$ cat src/core/crs_defines.vh
`ifndef CRS_DEFINES_VH
`define CRS_DEFINES_VH
// data-space addresses of the core registers
`define CRS_ADDR_PTR0 8'h80
`define CRS_ADDR_PTR1 8'h81
`define CRS_ADDR_SHORT0 8'h82
`define CRS_ADDR_SHORT1 8'h83
`define CRS_ADDR_ACC 8'hFF
// reset vector location in program space (low byte, high byte follows)
`define CRS_RST_VEC_LO 12'hFFE
`define CRS_RST_VEC_HI 12'hFFF
// clock divide for the machine cycle
`define CRS_MC_DIV 13
// modes
`define CRS_MODE_NORM 2'h0
`define CRS_MODE_INT 2'h1
`define CRS_MODE_NMI 2'h2
// program counter operations
`define CRS_PC_HOLD 3'h0
`define CRS_PC_INC 3'h1
`define CRS_PC_REL 3'h2
`define CRS_PC_JUMP 3'h3
`define CRS_PC_CALL 3'h4
`define CRS_PC_INTR 3'h5
`define CRS_PC_RET 3'h6
`define CRS_PC_INTERRUPT_RETURN 3'h7
// sequencer states
`define CRS_ST_VLO 2'h0
`define CRS_ST_VHI 2'h1
`define CRS_ST_RUN 2'h2
`endif

$ cat src/core/crs_mc_div.v
`timescale 1ns/1ps
`default_nettype none
`include "crs_defines.vh"
module crs_mc_div #(
    parameter DIV = `CRS_MC_DIV
) (
    input wire mclk_i,
    input wire rst_i,
    output reg mc_en_o
);
    reg [3:0] cnt_ff;
    always @(posedge mclk_i or posedge rst_i) begin
        if (rst_i) begin
            cnt_ff <= 4'h0;
            mc_en_o <= 1'b0;
        end else begin
            mc_en_o <= (cnt_ff == DIV - 1);
            if (cnt_ff == DIV - 1) begin
                cnt_ff <= 4'h0;
            end else begin
                cnt_ff <= cnt_ff + 4'h1;
            end
        end
    end
endmodule
`default_nettype wire

$ cat src/core/crs_stack.v
`timescale 1ns/1ps
`default_nettype none
`include "crs_defines.vh"
module crs_stack #(
    parameter DEPTH = 6,
    parameter AW = 12
) (
    input wire mclk_i,
    input wire rst_i,
    input wire push_i,
    input wire pop_i,
    input wire [AW-1:0] push_val_i,
    output wire [AW-1:0] top_o,
    output reg empty_o,
    output reg full_o
);
    reg [AW-1:0] lvl_ff [0:DEPTH-1];
    reg [3:0] cnt_ff;
    assign top_o = lvl_ff[0];
    genvar g;
    generate
        for (g = 0; g < DEPTH; g = g + 1) begin : lv
            always @(posedge mclk_i or posedge rst_i) begin
                if (rst_i) begin
                    lvl_ff[g] <= {AW{1'b0}};
                end else if (push_i) begin
                    if (g == 0) begin
                        lvl_ff[g] <= push_val_i;
                    end else begin
                        lvl_ff[g] <= lvl_ff[g-1];
                    end
                end else if (pop_i) begin
                    if (g == DEPTH - 1) begin
                        lvl_ff[g] <= {AW{1'b0}};
                    end else begin
                        lvl_ff[g] <= lvl_ff[g+1];
                    end
                end
            end
        end
    endgenerate
    always @(posedge mclk_i or posedge rst_i) begin
        if (rst_i) begin
            cnt_ff <= 4'h0;
        end else if (push_i && cnt_ff != DEPTH) begin
            cnt_ff <= cnt_ff + 4'h1;
        end else if (pop_i && !push_i && cnt_ff != 4'h0) begin
            cnt_ff <= cnt_ff - 4'h1;
        end
    end
    always @* begin
        empty_o = (cnt_ff == 4'h0);
        full_o = (cnt_ff == DEPTH);
    end
endmodule
`default_nettype wire

$ cat src/core/crs_core_regs.v
// Functional notes
// - 8-bit accumulator, also data address FFh
// - two pointer registers at 80h, 81h
// - two short-direct registers at 82h, 83h
// - 12-bit program counter, 4096 bytes
// - program counter increments after fetch
// - relative branch adds signed offset to pc
// - pc loads jump, vector, reset, pop targets
// - three carry/zero pairs, one per mode
// - interrupt entry switches pair, return restores
// - switching keeps pairs; only active pair reachable
// - carry from arithmetic, bit test, rotate
// - zero set when result is zero
// - reset starts in nmi mode
// - six 12-bit levels, push shifts down
// - return pops level one into pc
// - overflow keeps newest six, oldest lost
// - return on empty stack keeps pc
// - only program counter is pushed
// - machine cycle is clock divided by 13
// - instructions take 2, 4 or 5 cycles
// - reset empties stack, loads reset vector
`timescale 1ns/1ps
`default_nettype none
`include "crs_defines.vh"
module crs_core_regs #(
    parameter PCW = 12
) (
    input wire mclk_i,
    input wire rst_i,
    // program memory read port for the reset vector fetch
    output reg [PCW-1:0] prog_addr_o,
    input wire [7:0] prog_data_i,
    // sequencer step request, taken on a machine cycle
    input wire step_i,
    input wire [2:0] pc_op_i,
    input wire [PCW-1:0] pc_target_i,
    input wire [7:0] rel_offset_i,
    // nmi entry when high with pc_op intr, else normal interrupt
    input wire intr_nmi_i,
    // data-space access
    input wire data_we_i,
    input wire [7:0] data_addr_i,
    input wire [7:0] data_wdata_i,
    output reg [7:0] data_rdata_o,
    output reg data_hit_o,
    // implicit accumulator and flag update from the alu
    input wire acc_we_i,
    input wire [7:0] acc_wdata_i,
    input wire carry_we_i,
    input wire carry_i,
    input wire zero_we_i,
    input wire zero_i,
    output reg [7:0] acc_o,
    output reg [7:0] ptr0_o,
    output reg [7:0] ptr1_o,
    output reg [7:0] short0_o,
    output reg [7:0] short1_o,
    output reg [PCW-1:0] pc_o,
    output reg carry_o,
    output reg zero_o,
    output reg [1:0] mode_o,
    output reg mc_en_o,
    output reg running_o,
    output reg stack_empty_o,
    output reg stack_full_o
);
    reg [7:0] acc_ff;
    reg [7:0] ptr0_ff;
    reg [7:0] ptr1_ff;
    reg [7:0] short0_ff;
    reg [7:0] short1_ff;
    reg [PCW-1:0] pc_ff;
    reg [PCW-1:0] nxt_pc;
    reg [7:0] nxt_rdata;
    reg nxt_hit;
    reg [2:0] carry_ff;
    reg [2:0] zero_ff;
    reg [1:0] mode_ff;
    reg [1:0] prev_mode_ff;
    reg [1:0] st_ff;
    reg [7:0] vec_lo_ff;
    wire mc_en;
    wire [PCW-1:0] stk_top;
    wire stk_empty;
    wire stk_full;
    wire run_step;
    wire do_push;
    wire do_pop;
    wire [PCW-1:0] rel_sum;

    // machine cycle divider
    crs_mc_div #(
        .DIV(`CRS_MC_DIV)
    ) u_div (
        .mclk_i(mclk_i),
        .rst_i(rst_i),
        .mc_en_o(mc_en)
    );

    assign run_step = mc_en && step_i && (st_ff == `CRS_ST_RUN);
    assign do_push = run_step && (pc_op_i == `CRS_PC_CALL || pc_op_i == `CRS_PC_INTR);
    assign do_pop = run_step && (pc_op_i == `CRS_PC_RET || pc_op_i == `CRS_PC_INTERRUPT_RETURN);

    crs_stack #(
        .DEPTH(6),
        .AW(PCW)
    ) u_stk (
        .mclk_i(mclk_i),
        .rst_i(rst_i),
        .push_i(do_push),
        .pop_i(do_pop),
        .push_val_i(pc_ff),
        .top_o(stk_top),
        .empty_o(stk_empty),
        .full_o(stk_full)
    );

    assign rel_sum = pc_ff + {{(PCW-8){rel_offset_i[7]}}, rel_offset_i};

    always @* begin
        nxt_pc = pc_ff;
        case (pc_op_i)
            `CRS_PC_INC: nxt_pc = pc_ff + {{(PCW-1){1'b0}}, 1'b1};
            `CRS_PC_REL: nxt_pc = rel_sum;
            `CRS_PC_JUMP: nxt_pc = pc_target_i;
            `CRS_PC_CALL: nxt_pc = pc_target_i;
            `CRS_PC_INTR: nxt_pc = pc_target_i;
            // pop or fall through when empty
            `CRS_PC_RET: nxt_pc = stk_empty ? pc_ff : stk_top;
            `CRS_PC_INTERRUPT_RETURN: nxt_pc = stk_empty ? pc_ff : stk_top;
            default: nxt_pc = pc_ff;
        endcase
    end

    always @(posedge mclk_i or posedge rst_i) begin
        if (rst_i) begin
            st_ff <= `CRS_ST_VLO;
            vec_lo_ff <= 8'h00;
            pc_ff <= {PCW{1'b0}};
        end else if (mc_en) begin
            case (st_ff)
                `CRS_ST_VLO: begin
                    vec_lo_ff <= prog_data_i;
                    st_ff <= `CRS_ST_VHI;
                end
                `CRS_ST_VHI: begin
                    pc_ff <= {prog_data_i[PCW-9:0], vec_lo_ff};
                    st_ff <= `CRS_ST_RUN;
                end
                `CRS_ST_RUN: begin
                    if (step_i) begin
                        pc_ff <= nxt_pc;
                    end
                end
                default: st_ff <= `CRS_ST_VLO;
            endcase
        end
    end

    always @* begin
        case (st_ff)
            `CRS_ST_VLO: prog_addr_o = `CRS_RST_VEC_LO;
            `CRS_ST_VHI: prog_addr_o = `CRS_RST_VEC_HI;
            default: prog_addr_o = pc_ff;
        endcase
    end

    always @(posedge mclk_i or posedge rst_i) begin
        if (rst_i) begin
            mode_ff <= `CRS_MODE_NMI;
            prev_mode_ff <= `CRS_MODE_NORM;
        end else if (run_step) begin
            if (pc_op_i == `CRS_PC_INTR) begin
                prev_mode_ff <= mode_ff;
                mode_ff <= intr_nmi_i ? `CRS_MODE_NMI : `CRS_MODE_INT;
            end else if (pc_op_i == `CRS_PC_INTERRUPT_RETURN) begin
                mode_ff <= prev_mode_ff;
                prev_mode_ff <= `CRS_MODE_NORM;
            end
        end
    end

    always @(posedge mclk_i or posedge rst_i) begin
        if (rst_i) begin
            acc_ff <= 8'h00;
        end else if (acc_we_i) begin
            acc_ff <= acc_wdata_i;
        end else if (data_we_i && data_addr_i == `CRS_ADDR_ACC) begin
            acc_ff <= data_wdata_i;
        end
    end

    always @(posedge mclk_i or posedge rst_i) begin
        if (rst_i) begin
            ptr0_ff <= 8'h00;
        end else if (data_we_i && data_addr_i == `CRS_ADDR_PTR0) begin
            ptr0_ff <= data_wdata_i;
        end
    end

    always @(posedge mclk_i or posedge rst_i) begin
        if (rst_i) begin
            ptr1_ff <= 8'h00;
        end else if (data_we_i && data_addr_i == `CRS_ADDR_PTR1) begin
            ptr1_ff <= data_wdata_i;
        end
    end

    always @(posedge mclk_i or posedge rst_i) begin
        if (rst_i) begin
            short0_ff <= 8'h00;
        end else if (data_we_i && data_addr_i == `CRS_ADDR_SHORT0) begin
            short0_ff <= data_wdata_i;
        end
    end

    always @(posedge mclk_i or posedge rst_i) begin
        if (rst_i) begin
            short1_ff <= 8'h00;
        end else if (data_we_i && data_addr_i == `CRS_ADDR_SHORT1) begin
            short1_ff <= data_wdata_i;
        end
    end

    always @* begin
        nxt_hit = 1'b1;
        case (data_addr_i)
            `CRS_ADDR_ACC: nxt_rdata = acc_ff;
            `CRS_ADDR_PTR0: nxt_rdata = ptr0_ff;
            `CRS_ADDR_PTR1: nxt_rdata = ptr1_ff;
            `CRS_ADDR_SHORT0: nxt_rdata = short0_ff;
            `CRS_ADDR_SHORT1: nxt_rdata = short1_ff;
            default: begin
                nxt_rdata = 8'h00;
                nxt_hit = 1'b0;
            end
        endcase
    end

    genvar m;
    generate
        for (m = 0; m < 3; m = m + 1) begin : fl
            always @(posedge mclk_i or posedge rst_i) begin
                if (rst_i) begin
                    carry_ff[m] <= 1'b0;
                    zero_ff[m] <= 1'b0;
                end else if (mode_ff == m) begin
                    if (carry_we_i) begin
                        carry_ff[m] <= carry_i;
                    end
                    if (zero_we_i) begin
                        zero_ff[m] <= zero_i;
                    end
                end
            end
        end
    endgenerate

    // registered data-space read port
    always @(posedge mclk_i or posedge rst_i) begin
        if (rst_i) begin
            data_rdata_o <= 8'h00;
            data_hit_o <= 1'b0;
        end else begin
            data_rdata_o <= nxt_rdata;
            data_hit_o <= nxt_hit;
        end
    end

    // registered copies of the data-space registers
    always @(posedge mclk_i or posedge rst_i) begin
        if (rst_i) begin
            acc_o <= 8'h00;
            ptr0_o <= 8'h00;
            ptr1_o <= 8'h00;
            short0_o <= 8'h00;
            short1_o <= 8'h00;
        end else begin
            acc_o <= acc_ff;
            ptr0_o <= ptr0_ff;
            ptr1_o <= ptr1_ff;
            short0_o <= short0_ff;
            short1_o <= short1_ff;
        end
    end

    // pc, mode and the flags of the active pair
    always @(posedge mclk_i or posedge rst_i) begin
        if (rst_i) begin
            pc_o <= {PCW{1'b0}};
            carry_o <= 1'b0;
            zero_o <= 1'b0;
            mode_o <= `CRS_MODE_NMI;
        end else begin
            pc_o <= pc_ff;
            carry_o <= carry_ff[mode_ff];
            zero_o <= zero_ff[mode_ff];
            mode_o <= mode_ff;
        end
    end

    // sequencer status
    always @(posedge mclk_i or posedge rst_i) begin
        if (rst_i) begin
            mc_en_o <= 1'b0;
            running_o <= 1'b0;
            stack_empty_o <= 1'b1;
            stack_full_o <= 1'b0;
        end else begin
            mc_en_o <= mc_en;
            running_o <= (st_ff == `CRS_ST_RUN);
            stack_empty_o <= stk_empty;
            stack_full_o <= stk_full;
        end
    end
endmodule
`default_nettype wire

$ cat config.mk
export PLATFORM = sky130hd
export DESIGN_NAME = crs_core_regs
export DESIGN_NICKNAME = d
export VERILOG_FILES = /design/src/core/crs_mc_div.v /design/src/core/crs_stack.v /design/src/core/crs_core_regs.v
export VERILOG_INCLUDE_DIRS = /design/src /design/src/core
export SDC_FILE = /design/constraint.sdc
export NUM_CORES = 1
export LEC_CHECK = 0
export BUFFER_PORTS_ARGS = -buffer_cell sky130_fd_sc_hd__buf_4
export CORE_UTILIZATION = 61
export DETAILED_ROUTE_END_ITERATION = 10
export PLACE_DENSITY = 0.95
export SKIP_CTS_REPAIR_TIMING = 1
export SLEW_MARGIN = 40
export SYNTH_ARGS = -nofsm -noshare
export SYNTH_HDL_FRONTEND = slang
export SYNTH_SLANG_ARGS = --single-unit
$ cat constraint.sdc
create_clock -name mclk_i -period 16.1 [get_ports mclk_i]
set_clock_uncertainty 0.1 [all_clocks]
set_input_delay 1.61 -clock mclk_i [delete_from_list [all_inputs] [get_ports mclk_i]]
set_output_delay 1.61 -clock mclk_i [all_outputs]
set_load 0.1 [all_outputs]
==> results_dict.tcl <==
set metrics [dict create \
    status "finished, violations left" \
    violations "DRC" \
    avgRoutedWirePerCell_um 21.5 \
    yosysWarnings 0 \
    powerDensity_mw_per_mm2 119 \
    crit_cells 12 \
    cp.arrival_ns 4.86 \
    grt_pass1_wl_mm 39.8 \
    synthCells 823 \
    synth.top_cell.area_share_pct 58.7 \
    synthTopCellsByArea "dfrtp_1 (59%), nand2_1 (7.0%), a22oi_1 (5.9%)" \
    post_dp_cell_area_mm2 0.0105 \
    finalCriticalPeriod_ns 4.54 \
    root_buffer "clkbuf_16" \
    gp_congestion 0.915 \
    dieArea_mm2 0.0158 \
    relSlewSlack_pct 43.0 \
    netSwitchingPower_mw 0.384 \
    setup_viol 0 \
    rows 44 \
    rsz0062_at_grt "false" \
    ctsLongestPathBuffers 3 \
    numPlacedInstances 1117 \
    fin_crit_sh_pct 28.2 \
    areaGrowthSynthToFinish_pct 21.3 \
    synth-adder-area-share_pct 1.90 \
    clk_pin_slew_ns 0.06 \
    crit_required_ns 16.42 \
    ant_nets 0 \
    power_frac_seq_pct 44.6 \
    antenna_found_initial 0 \
    synthMuxAreaShare_pct 7.83 \
    yosys.area.top_type "dfrtp_1" \
    synth_edf_count 0 \
    wl_mm 24.9 \
    grt_overflow 0 \
    synth_seq_area_share_pct 59.6 \
    synth_xor_area_share_pct 0.939 \
    first_pass_iters 8 \
    syn_area_mm2 0.00933 \
    ys_ff_latch 222 \
    p_comb_share_pct 14.7 \
    portBuffers 145 \
    total_power_mw 1.35 \
    async_flop_share_pct 100 \
    synth_top_family_by_area "simple AND/OR/NAND/NOR gates" \
    clk_latency_ns 0.50 \
    synth_compound_area_share_pct 13.2 \
    grt_max_degree 152 \
    hold_viol_final 0 \
    rr_worst_depth 12 \
    slowest_stage "dfrtp_1" \
    maxSlewViolCount 0 \
    synth-simple-area-share_pct 13.8 \
    diodes 0 \
    leakage_nw 5.67 \
    routed_via_density 6.41 \
    synth_ff_type "dfrtp_1" \
    synth.avg_cell_area_um2 11.3 \
    io_pins 146 \
    first_global_vias 7525 \
    core_mm2 0.0148 \
    dp_hpwl_mm 14.9 \
    yosys.cell_types.count 61 \
    fmax_mhz 220 \
    endpoint "u_stk.cnt_ff[3]" \
    fp.dieW_um 126 \
    clockPowerShare_pct 40.6 \
    cts.htree.levels 1 \
    cts-buffers-inserted 23 \
    crit_buf_inv 3 \
    worstSetupStartpoint "st_ff[1]" \
    initial_core_util_pct 63.2 \
    drv_cap 0 \
    r2r-end "u_stk.cnt_ff[3]" \
    clock_sink_count 222 \
    vias 7428 \
    worst_slew_pin_slew_ns 0.847 \
    fin_cells 1159 \
    max_stage_delay_ns 0.73 \
    drc 13 \
    syn-num-nets 901 \
    reg2reg_from "st_ff[1]" \
    fin_area_mm2 0.0113 \
    die_h_um 126 \
    drive_above_1_share_pct 26.5 \
    worstPathCellList "nand2b_1, inv_2, nand3_2, nor3b_4, buf_4, and2_1, inv_1, ha_1, a21o_1, a21oi_1, mux2i_1, xnor2_1" \
    cellInternalPower_mw 0.964 \
    start_kind "register" \
    postLayoutCoreUtil_pct 76.7 \
    rrSetupSlack_ns 11.56 \
    tns_ns 0 \
    drt-initial-drc-count 869 \
    crit_family "simple AND/OR/NAND/NOR gates" \
    grt_usage_pct 32.4 \
    path_max_fanout 74 \
    cts_tree "done" \
    nets 1036 \
    end_kind "register" \
    vdd_drop_max_mv 0.0806 \
    worst-setup-path-type "reg2reg" \
    min-delay-path-class "reg2reg" \
    sw_frac_of_total_pct 28.5 \
]
==> placed cells by master, fill, tap and decap left out, types with 4 or more instances in the layout <==
cell,instances
and2_1,4
mux2i_1,19
a22o_1,12
nand3_1,11
nand3b_1,6
nor3_1,6
inv_1,13
clkbuf_1,6
xnor2_1,7
mux2_2,48
clkbuf_8,8
nor2b_1,5
nand2b_1,13
a211oi_1,5
clkbuf_16,23
and2_2,6
a21oi_1,20
a22oi_1,73
a21o_1,4
a222oi_1,4
nor2_1,33
o21ai_0,28
dfrtp_1,219
buf_4,148
ha_1,11
a31oi_1,4
nand2_1,175
==> power groups by stage <==
stage / sequential (mW) / combinational, mW / clock, mW
global route: 0.604 / 0.207 / 0.572
CTS: 0.601 / 0.198 / 0.549
finish: 0.602 / 0.199 / 0.548
floorplan: 0.676 / 0.0723 / 0
detailed placement: 0.609 / 0.195 / 0
global placement: 0.608 / 0.192 / 0
==> layout make-up <==
| type | instances | area (um^2) |
|---|---|---|
| Timing Repair Buffer | 149 | 1120 |
| Tap cell | 184 | 230 |
| Clock inverter | 5 | 81.3 |
| Inverter | 15 | 68.8 |
| Clock buffer | 37 | 708 |
| Sequential cell | 222 | 5560 |
| Fill cell | 803 | 3440 |
| Multi-Input combinational cell | 547 | 3550 |
==> worst min path at each step <==
stage	from	end	cells after the start
after floorplan	pc_ff[8]	pc_o[8]	0
after global placement	ptr0_ff[1]	ptr0_o[1]	0
after detailed placement	short1_ff[7]	short1_o[7]	0
after CTS	short1_ff[7]	short1_o[7]	0
after global routing	short1_ff[7]	short1_o[7]	0
final	short1_ff[7]	short1_o[7]	0
==> cell families after synthesis <==
family / Yosys count
AOI/OAI and AO/OA: 174
xor gates and xnor gates: 10
adders and majority gates: 13
buffers and inverters: 54
DFF: 222
muxes: 67
and+or+nand+nor: 283
==> per-layer routing <==
layer / share of wire [%] / wire length (um) / global-route usage (%) / vias up
met5: 0 / 0 / 0 / -
met4: 4.7 / 1160 / 15.6 / 0
met3: 8.3 / 2050 / 6.58 / 100
met2: 49 / 12100 / 53.6 / 469
met1: 38 / 9570 / 41.4 / 3686
li1: - / - / - / 3173
==> registers in the layout, summed over array words and instances (netlist names), 12 cells and up <==
register and cells:
pc_o 12, u_stk.top_o 12, u_stk.lvl_ff 60, pc_ff 12
==> per-stage QoR <==
step	worst slack, ns	hold slack (ns)
floorplan	8.32	0.252
global placement	11.82	0.277
detailed placement	11.70	0.281
CTS	11.61	0.300
global route	11.26	0.310
finish	11.56	0.301
==> synthesized netlist by cell type, drive strengths merged, types with 2 or more instances <==
cell / instances
inv: 15
dfstp: 3
o31ai: 2
nor3b: 3
o21ai: 29
a311oi: 2
or3: 3
o2bb2ai: 3
a211oi: 6
or2b: 2
dfrtp: 219
a21o: 5
a221oi: 3
or4: 3
nand2: 176
nor3: 9
a21oi: 21
a31oi: 4
xor2: 3
mux2i: 19
and3: 2
nand4: 3
xnor2: 7
nand3: 12
nand3b: 6
nor2b: 5
fa: 2
mux2: 48
nand2b: 13
ha: 11
o211ai: 2
a22o: 12
buf: 25
and2: 10
clkbuf: 14
a22oi: 73
nor2: 35
a222oi: 4
No activity file was read; power rests on OpenSTA's default activity.
